`src/rtl/wwdt_pkg.sv`:
```
// Constants and helpers shared by the windowed watchdog timer.
package wwdt_pkg;

   // Service register location and data values.
   localparam logic [19:0] WWDT_KEY_ADDR   = 20'hfffab;
   localparam logic [7:0]  WWDT_KEY_VALUE  = 8'hac;
   localparam logic [7:0]  WWDT_READ_ON    = 8'h9a;
   localparam logic [7:0]  WWDT_READ_OFF   = 8'h1a;
   localparam logic [7:0]  WWDT_READ_NONE  = 8'h00;

   // Option byte field positions.
   localparam int WWDT_OPT_IRQ     = 7;
   localparam int WWDT_OPT_WIN_HI  = 6;
   localparam int WWDT_OPT_WIN_LO  = 5;
   localparam int WWDT_OPT_EN      = 4;
   localparam int WWDT_OPT_OVF_HI  = 3;
   localparam int WWDT_OPT_OVF_LO  = 1;
   localparam int WWDT_OPT_STBY    = 0;

   // Reset cause register layout.
   localparam int WWDT_CAUSE_BIT   = 4;

   // Counter width and reset values.
   localparam int              WWDT_CNT_W     = 17;
   localparam logic [16:0]     WWDT_CNT_RST   = 17'h00000;
   localparam logic [7:0]      WWDT_BYTE_RST  = 8'h00;

   // Window field codes.
   localparam logic [1:0] WWDT_WIN_50  = 2'h1;
   localparam logic [1:0] WWDT_WIN_75  = 2'h2;

   // Overflow count for each code of the overflow field, in periods.
   function automatic logic [16:0] wwdt_ovf_count(input logic [2:0] code);
      logic [16:0] val;
      val = 17'h00040;
      unique case (code)
         3'h0: val = 17'h00040;
         3'h1: val = 17'h00080;
         3'h2: val = 17'h00100;
         3'h3: val = 17'h00200;
         3'h4: val = 17'h00800;
         3'h5: val = 17'h02000;
         3'h6: val = 17'h04000;
         3'h7: val = 17'h10000;
      endcase
      return val;
   endfunction

endpackage

```
`src/rtl/wwdt_top.sv`:
```
// Windowed watchdog timer counting low-speed oscillator periods.
`timescale 1ns/1ps
module wwdt_top
   import wwdt_pkg::*;
(
   // System clock and reset.
   input  wire logic        clk,
   input  wire logic        sys_rst,
   // Low-speed oscillator clock, sampled as an ordinary input.
   input  wire logic        lsclk,
   // Option byte, captured once after reset release.
   input  wire logic [7:0]  opt_byte,
   // High while the device is in HALT, STOP or SNOOZE.
   input  wire logic        standby,
   // CPU access to the service register.
   input  wire logic [19:0] bus_addr,
   input  wire logic        bus_wr,
   input  wire logic        bus_bitop,
   input  wire logic        bus_rd,
   input  wire logic [7:0]  bus_wdata,
   output wire logic [7:0]  bus_rdata,
   // Results of the watchdog.
   output wire logic        int_rst,
   output wire logic        interval_irq,
   output wire logic [7:0]  reset_cause_reg
);

   // All state of the block in one record.
   typedef struct packed {
      logic        opt_valid;   // Option byte has been captured.
      logic [7:0]  opt;         // Captured option byte.
      logic [16:0] cnt;         // Watchdog count.
      logic        ls_q;        // Previous low-speed clock level.
      logic        clr_pend;    // Key accepted, clear awaits next edge.
      logic        first_done;  // First service write has been made.
      logic        stby_q;      // Previous standby level.
      logic        fault;       // Internal reset request, held.
      logic [7:0]  rdata;       // Read data.
      logic        irq;         // Interval interrupt pulse.
      logic        cause;       // Watchdog reset cause flag.
   } wwdt_state_s;

   wwdt_state_s st;       // Registered state.
   wwdt_state_s next_st;  // Next state.

   // All helpers below are pure functions of the state and the inputs.
   // Decoded helpers.
   logic        ls_rise;   // Rising edge of the low-speed clock.
   logic        ls_fall;   // Falling edge, used for the half-period.
   logic        hit;       // Access addresses the service register.
   logic        wr_hit;    // Write to the service register.
   logic        key_ok;    // Plain byte write carrying the key.
   logic        win_shut;  // Window currently closed.
   logic        run;       // Counter may advance this edge.
   logic [16:0] ovf;       // Selected overflow count.
   logic [16:0] shut_lim;  // Count below which the window is closed.
   logic [16:0] irq_pt;    // Count at which the interrupt fires.
   logic [16:0] cnt_inc;   // Count plus one.

   // The slow clock is sampled as data, so each of its levels must last
   // longer than one system cycle; a faster oscillator would lose edges.
   // The trade is one flip-flop here instead of a second clock domain.
   // Combinational decode of the current state and inputs.
   always_comb
   begin
      ls_rise  = lsclk && !st.ls_q;
      ls_fall  = !lsclk && st.ls_q;
      hit      = (bus_addr == WWDT_KEY_ADDR);
      wr_hit   = hit && bus_wr && st.opt_valid;
      key_ok   = wr_hit && !bus_bitop && (bus_wdata == WWDT_KEY_VALUE);
      ovf      = wwdt_ovf_count(st.opt[WWDT_OPT_OVF_HI:WWDT_OPT_OVF_LO]);
      irq_pt   = (ovf >> 1) + (ovf >> 2);
      cnt_inc  = st.cnt + 17'h00001;
      // Boundary between closed and open part of the period.
      shut_lim = 17'h00000;
      if (st.opt[WWDT_OPT_STBY])
      begin
         // Code 00 is prohibited; it is treated as fully open.
         if (st.opt[WWDT_OPT_WIN_HI:WWDT_OPT_WIN_LO] == WWDT_WIN_50)
         begin
            shut_lim = ovf >> 1;
         end
         else if (st.opt[WWDT_OPT_WIN_HI:WWDT_OPT_WIN_LO] == WWDT_WIN_75)
         begin
            shut_lim = ovf >> 2;
         end
      end
      win_shut = st.first_done && (st.cnt < shut_lim);
      // Counting needs the enable option and, in standby, the run option.
      run = st.opt_valid && st.opt[WWDT_OPT_EN] && !st.fault
            && (!standby || st.opt[WWDT_OPT_STBY]);
   end

   // Priority within one cycle: a write fault or an overflow sets the
   // held reset request, a pending clear beats an overflow on the same
   // slow edge, and a standby exit clear overrides any count update.
   // Nothing here ever clears the fault; only the system reset does.
   // Next-state logic.
   always_comb
   begin
      next_st        = st;
      next_st.ls_q   = lsclk;
      next_st.stby_q = standby;
      next_st.irq    = 1'b0;
      next_st.rdata  = WWDT_READ_NONE;

      // Capture the option byte on the first cycle after release, since
      // an asynchronous reset may only load constants.
      if (!st.opt_valid)
      begin
         next_st.opt_valid = 1'b1;
         next_st.opt       = opt_byte;
      end

      // Reads never return the written key.
      if (hit && bus_rd)
      begin
         next_st.rdata = st.opt[WWDT_OPT_EN] ? WWDT_READ_ON
                                             : WWDT_READ_OFF;
      end

      // Service register writes.
      if (wr_hit)
      begin
         next_st.first_done = 1'b1;
         if (bus_bitop)
         begin
            next_st.fault = 1'b1;
         end
         else if (bus_wdata != WWDT_KEY_VALUE)
         begin
            next_st.fault = 1'b1;
         end
         else if (win_shut)
         begin
            next_st.fault = 1'b1;
         end
         else
         begin
            // Clear lands on the next low-speed edge, so it lags the
            // write by at most one period.
            next_st.clr_pend = 1'b1;
         end
      end

      // Counter advance on low-speed rising edges.
      if (ls_rise && run)
      begin
         if (st.clr_pend)
         begin
            // A pending clear beats an overflow on the same edge.
            next_st.cnt      = WWDT_CNT_RST;
            next_st.clr_pend = key_ok && !win_shut;
         end
         else if (cnt_inc == ovf)
         begin
            next_st.fault = 1'b1;
            next_st.cnt   = cnt_inc;
         end
         else
         begin
            next_st.cnt = cnt_inc;
         end
      end

      // Leaving standby with the run option clear restarts from zero.
      if (st.stby_q && !standby && !st.opt[WWDT_OPT_STBY])
      begin
         next_st.cnt      = WWDT_CNT_RST;
         next_st.clr_pend = 1'b0;
      end

      // Interval interrupt half a period after the 75% point; the count
      // is left alone so an unserviced dog still bites.
      if (ls_fall && run && st.opt[WWDT_OPT_IRQ] && (st.cnt == irq_pt))
      begin
         next_st.irq = 1'b1;
      end

      // Every watchdog reset marks its cause.
      if (next_st.fault)
      begin
         next_st.cause = 1'b1;
      end
   end

   // The asynchronous reset loads constants only; the option byte is
   // therefore captured by the next-state logic one cycle later.
   // State register.
   always_ff @(posedge clk or posedge sys_rst)
   begin
      if (sys_rst)
      begin
         st <= '0;
      end
      else
      begin
         st <= next_st;
      end
   end

   // The cause byte has a single live bit; the others read as zero.
   // Outputs straight from the state register.
   assign bus_rdata       = st.rdata;
   assign int_rst         = st.fault;
   assign interval_irq    = st.irq;
   assign reset_cause_reg = {3'h0, st.cause, 4'h0};
endmodule

```
`config.mk`:
```
export PLATFORM = sky130hd
export DESIGN_NAME = wwdt_top
export DESIGN_NICKNAME = d
export VERILOG_FILES = /design/src/rtl/wwdt_pkg.sv /design/src/rtl/wwdt_top.sv
export SDC_FILE = /design/constraint.sdc
export NUM_CORES = 1
export LEC_CHECK = 0
export ABC_CLOCK_PERIOD_IN_PS = 5400
export BUFFER_PORTS_ARGS = -buffer_cell sky130_fd_sc_hd__buf_2
export CORE_MARGIN = 8
export CORE_UTILIZATION = 50
export DETAILED_ROUTE_END_ITERATION = 16
export PLACE_DENSITY = 0.79
export SLEW_MARGIN = 20
export SYNTH_ARGS = -nofsm -noshare
export SYNTH_HDL_FRONTEND = slang
export SYNTH_SLANG_ARGS = --single-unit
```
`constraint.sdc`:
```
create_clock -name clk -period 5.4 [get_ports clk]
set_input_delay 0.81 -clock clk [delete_from_list [all_inputs] [get_ports clk]]
set_output_delay 0.81 -clock clk [all_outputs]
set_load 0.005 [all_outputs]
```
==> metrics.txt, run 1 <==
Mapped Area=3010 um^2; R2R setup slack=2410 ps; Worst-Margin Slew=1070 ps; combinational share of power=16.1%; sequential area share after synthesis=29.1%; GRT Total Usage=17.7%; Area after DPL=3180 um^2; post-layout min period=2990 ps; number of flip-flops in the largest register=30; Die Y=93.6 um; wire length per cell=16.7 um; Via Count=2671; status=complete, no violations; pins over their slew limit=0; Clk pwr share=between 40 and 50%; drt total wl=approximately 7.5 mm; layout cell share with drive strength beyond 1=between 20% and 30%; Yosys Warn Count=0; first-pass GRT wire length=12.7 mm; Distinct cells, synth=around 70; DP HPWL=5.67 mm; sw power=0.182 mW; CORE AREA=approximately 5900 um^2; slowest cell delay on critical path=~530 ps; die area=roughly 9000 um^2; RePlAce Congestion=between 0.8 and 0.9; Most flops, register=st; Die X-Extent=93.6 um; main area contributors after synthesis=dfrtp_1 29%, ha_1 8.3%, xnor2_1 7.3%; Post-CTS Setup Bufs=0; Syn Inst Count=342; drt pass-1 iters=4; Layout Nets=~440; max-cap viol count=0; Worst R2R Start=st[34]; critical path's slowest cell=dfrtp_1; Detail Route Antenna Nets=0; cell taking the most area after synthesis=dfrtp_1; hold violation count in the final report=0; ANT cells=0; post-cts sizing count=0; FF-to-FF path depth=11; PwrDens=208 nW/um^2; Int Pwr=0.507 mW; unrepaired setup endpoints after global routing=no; CTS Sinks=35; sw frac=26.4%; initial antenna violation count=0; largest net degree at the start of global routing=36; critical-path cell list=and3b_1 > nand2b_1 > o21ai_0 > nand2_1 > ha_1 > and3_1 > a221oi_1 > a2111oi_1 > o21ai_1 > a41oi_1 > o211ai_2; synthesized flop and latch total=35; fin area=3310 um^2; Hold Buf Count CTS=0; port buffer count=49; FMAX=about 330 MHz; TritonCTS Buffers=5; clk slew on worst S/H paths=80 ps; vias in the first global route=2650; Avg Inst Size Synth=8.80 um^2; Post-Route Setup TNS=0 ps; area added between synthesis and finish=10.1%; sequential cell fraction of total power=41.6%; global route overflow=0; Synth async-reset ratio=100%; Top FF cell, synth=dfrtp_1; htree depth=2; DRT iter0 DRCs=139; Starting Density=51.1%; end of the critical path=reset_cause_reg[4]; Slew headroom=28.4%; leakage power=1.47 nW; kind of critical path=reg -> reg; Cell Rows=28; CP required=5570 ps; setup violators final=0; Critical Path Start Type=register; r2r endpoint=reset_cause_reg[4]; Post-synth EDFFs=0; Hold WS=478 ps; fin crit share=between 50% and 60%; CTS Buffer Depth=2; I/O pins=between 60 and 70; critical path arrival=3160 ps; Critical Path Source=st[34]; Max FO, Critical Path=11; Synth top area share=about 29%; via/cell ratio=5.95; Layout Skew=8.88 ps; Max VDD drop=approximately 150 uV; Clock Root Buffer=clkbuf_8; crit path capture type=register; DRC violations left=0; Hold Crit Class=reg -> reg; CTS tree=yes; worst-skew pair later-pin latency=300 ps
## final cells by class
class	count	area (um^2)
multi-input combinational	270	1910
clock buffer	5	68.8
timing repair buffer	50	253
inverter	11	41.3
clock inverter	3	67.6
fill	539	2570
sequential	35	876
tap	75	93.8
## per-layer routing
layer / part of all wire (%) / GRT usage, % / up-vias
met5: 0 / 0 / -
met4: 1.1 / 4.89 / 0
met3: 6.9 / 3.77 / 9
met2: 46 / 28.0 / 112
met1: 46 / 23.6 / 1283
li1: - / - / 1267
## critical path: cells and delay by family (launching register included)
kind	cells	cell delay [ps]
and+or+nand+nor	4	860
AOI/OAI and AO/OA	6	1180
DFF	1	530
adders and majority gates	1	300
## logic make-up (layout without fill, tap and decap cells)
kind of cell / count (synthesis) / count (layout) / synth area share, %
and+or+nand+nor: 130 / 130 / 26.8
AOI/OAI and AO/OA: 72 / 72 / 15.5
buffers and inverters: 47 / 69 / 8.56
DFF: 35 / 35 / 29.1
xor gates and xnor gates: 27 / 27 / 7.86
adders and majority gates: 21 / 21 / 8.98
muxes: 8 / 8 / 2.95
other: 2 / 12 / 0.249
## Yosys cell counts, drive strengths merged, types with 2 or more instances
cell	n
nor4	6
a21oi	10
and2	2
or3	3
nand4	12
nor4b	3
nand3b	2
and3	7
ha	20
a31oi	3
nor2b	3
mux2	7
buf	29
nand2	30
conb	2
nand2b	6
a2111oi	2
nand4b	3
o31ai	6
nor3	9
and3b	3
o41ai	2
inv	11
a21o	3
nor2	19
o21ai	29
clkbuf	7
nand3	11
nor3b	3
or2b	2
xor2	2
xnor2	25
dfrtp	35
a22oi	2
o22ai	3
## placed cells by master (no fill, tap or decap), types with 3 or more instances in the layout
master,n
dfrtp_1,35
nor3_1,8
o21ai_0,23
buf_2,49
nor2_1,19
o22ai_1,3
nor2b_1,3
ha_1,20
and3b_1,3
mux2_2,7
xnor2_1,25
inv_1,9
clkbuf_8,5
a31oi_1,3
a21o_1,3
nor4_1,3
nand2b_1,6
nand4_1,11
a21oi_1,10
nand2_1,29
nand3_1,10
and3_1,7
o31ai_1,6
o21ai_1,6
conb_1,12
nor4b_1,3
## power by group through the flow
stage	Clock (mW)	Sequential, mW	Combinational [mW]
floorplan	0	0.283	0.0920
global placement	0	0.290	0.107
detailed placement	0	0.291	0.110
CTS	0.295	0.286	0.111
global route	0.305	0.288	0.124
finish	0.291	0.287	0.111
## through the flow
stage	util, %	power, mW	cells	setup WS [ps]
6_report	56.3	0.688	449	2410
5_1_grt	56.3	0.718	449	2260
4_1_cts	56.3	0.692	449	2440
3_5_place_dp	54.0	0.401	441	2470
3_3_place_gp	54.0	0.398	441	2560
2_1_floorplan	-	0.375	352	2730
## worst min-delay path by stage
stage	start	endpoint	slack (ps)	depth (start not counted)
global placement	st[12]	st[12]	450	1
finish	st[12]	st[12]	480	1
global route	st[12]	st[12]	520	1
detailed placement	st[12]	st[12]	460	1
floorplan	st[12]	st[12]	440	1
CTS	st[12]	st[12]	480	1
No activity file was read; power rests on OpenSTA's default activity.
==> inputs of run 2 (changes only) <==
ABC_CLOCK_PERIOD_IN_PS = 2500   (was 5400)
PLACE_DENSITY = 0.82   (was 0.79)
clock period = 2.5 ns   (was 5.4 ns; I/O delays follow)
==> run 2 against run 1 <==
Net effect: the flow now finishes with violations (setup timing); sequential cell count is the same; global-route usage grew 0.59 points; largest cell class unchanged; total power grew 100%; routed wire length grew 9.5%; sequential power grew 110%; utilization grew 5.1 points.
==> metrics.txt, run 2 (synthesis results as in run 1) <==
Cell Rows=28 (unchanged); Slew headroom=56.8% (+28 points); Max FO, Critical Path=6 (-5); most frequent cells in the layout=49 x buf_2, 33 x dfrtp_1, 30 x buf_4; via/cell ratio=5.90 (-0.90%); vias in the first global route=2750 (+3.8%); critical path arrival=2690 ps (-470 ps); DRT iter0 DRCs=243 (+75%); Most flops, register=st; RePlAce Congestion=0.933 (+5.0%); Worst-Margin Slew=645 ps (-427 ps); status=finished, violations left; Max VDD drop=267 uV (+73%); max-cap viol count=0 (unchanged); htree depth=2 (unchanged); TritonCTS Buffers=5 (unchanged); drt total wl=8.20 mm (+9.5%); Hold Crit Class=in -> async; unrepaired setup endpoints after global routing=yes; largest net degree at the start of global routing=36 (unchanged); non-filler cells in the finished layout=478 (+6.5%); layout cell share with drive strength beyond 1=33.0% (+11 points); ANT cells=0 (unchanged); initial antenna violation count=0 (unchanged); DP Worst Slack=-150 ps (-2620 ps); Core Util, Final=61.4% (+5.1 points); clk slew on worst S/H paths=70 ps (about the same); fin area=3610 um^2 (+9.1%); crit path capture type=register; FMAX=397 MHz (+19%); CTS tree=yes; Worst R2R Start=st[35]; area added between synthesis and finish=20.1%; placed cell count=464 (+5.2%); Layout Nets=466 (+6.6%); wire length per cell=17.2 um (+2.8%); CP required=2670 ps (-2900 ps); setup violators final=2 (+2); final worst slack=-19.1 ps (-2430 ps); Die X-Extent=93.6 um (unchanged); Area after DPL=3370 um^2 (+5.9%); global route overflow=0 (unchanged); post-layout min period=2520 ps (-470 ps); die area=8760 um^2 (unchanged); Clock Root Buffer=clkbuf_8; Detail Route Antenna Nets=0 (unchanged); Die Y=93.6 um (unchanged); Via Count=2818 (+5.5%); CTS Buffer Depth=2 (unchanged); violated checks=setup timing; first-pass GRT wire length=13.1 mm (+2.9%); Hold Buf Count CTS=0 (unchanged); DP HPWL=5.91 mm (+4.3%); hold violation count in the final report=0 (unchanged); leakage power=1.61 nW (+9.8%); Critical Path Start Type=register; fin crit share=101% (+45 points); Starting Density=51.1% (unchanged); drt pass-1 iters=4 (unchanged); kind of critical path=reg -> reg; pins over their slew limit=0 (unchanged); I/O pins=61 (unchanged); number of flip-flops in the largest register=30 (unchanged); CORE AREA=5890 um^2 (unchanged); port buffer count=49 (unchanged); worst-skew pair later-pin latency=290 ps (about the same); Layout Skew=5.21 ps (-3.67 ps); CTS Sinks=35 (unchanged); PwrDens=390 nW/um^2 (+88%); most common cell after layout, fill and taps aside=buf_2; Critical Path Source=st[35]; DRC violations left=0 (unchanged); GRT Total Usage=18.3% (+0.59 points)
==> run 2: timing repair <==
| item | CTS | global route |
|---|---|---|
| endpoints found under the setup margin | 3 | 4 |
| pin swaps | 11 | 5 |
| buffers inserted | 3 | 3 |
| resized for setup | 11 | 12 |
| cloned | 0 | 0 |
==> run 2: area by class of cell <==
type | count | area [um^2]
Clock inverter | 1 | 7.51
Timing Repair Buffer | 79 | 470
Multi-Input combinational cell | 270 | 2020
Fill cell | 491 | 2270
Clock buffer | 7 | 96.3
Sequential cell | 35 | 878
Tap cell | 75 | 93.8
Inverter | 11 | 43.8
==> run 2: through the flow <==
step,power [mW],TNS [ps],hold slack (ps)
2_1_floorplan,0.814,0,406
3_3_place_gp,0.891,-173,463
3_5_place_dp,0.903,-249,469
4_1_cts,1.38,-13.7,186
5_1_grt,1.46,-448,225
6_report,1.41,-22.1,162
==> run 2: path summary, 6_finish.rpt <==
kind	cells past startpoint	end	slack, ps
worst max-delay path	10	reset_cause_reg[4]	-20
worst min register to register	2	reset_cause_reg[4]	500
min in group clk	1	st[11]	220
max in group asynchronous	3	st[35]	1980
worst min-delay path	3	st[11]	160
worst max register to register	10	reset_cause_reg[4]	-20
==> run 2: report_power, final <==
group / total (mW) / switching, mW / internal (mW)
Clock: 0.472 / 0.221 / 0.251
Sequential: 0.610 / 0.0247 / 0.586
Combinational: 0.326 / 0.164 / 0.161
==> run 2: metal layers <==
| metal | vias to the layer above | wire [um] | GRT usage (%) |
|---|---|---|---|
| met4 | 0 | 199 | 6.47 |
| met5 | - | 0 | 0 |
| met3 | 22 | 420 | 2.56 |
| li1 | 1331 | - | - |
| met2 | 90 | 4230 | 32.4 |
| met1 | 1375 | 3350 | 21.9 |
==> run 2: worst max-delay path: stages, from the launching register on <==
cell	delay [ps]
dfrtp_2	450
nor3b_4	340
inv_1	100
o22ai_1	210
nand2_1	90
ha_1	300
o311ai_2	120
a2111oi_2	360
o21ai_2	120
a41oi_2	200
o211ai_2	100
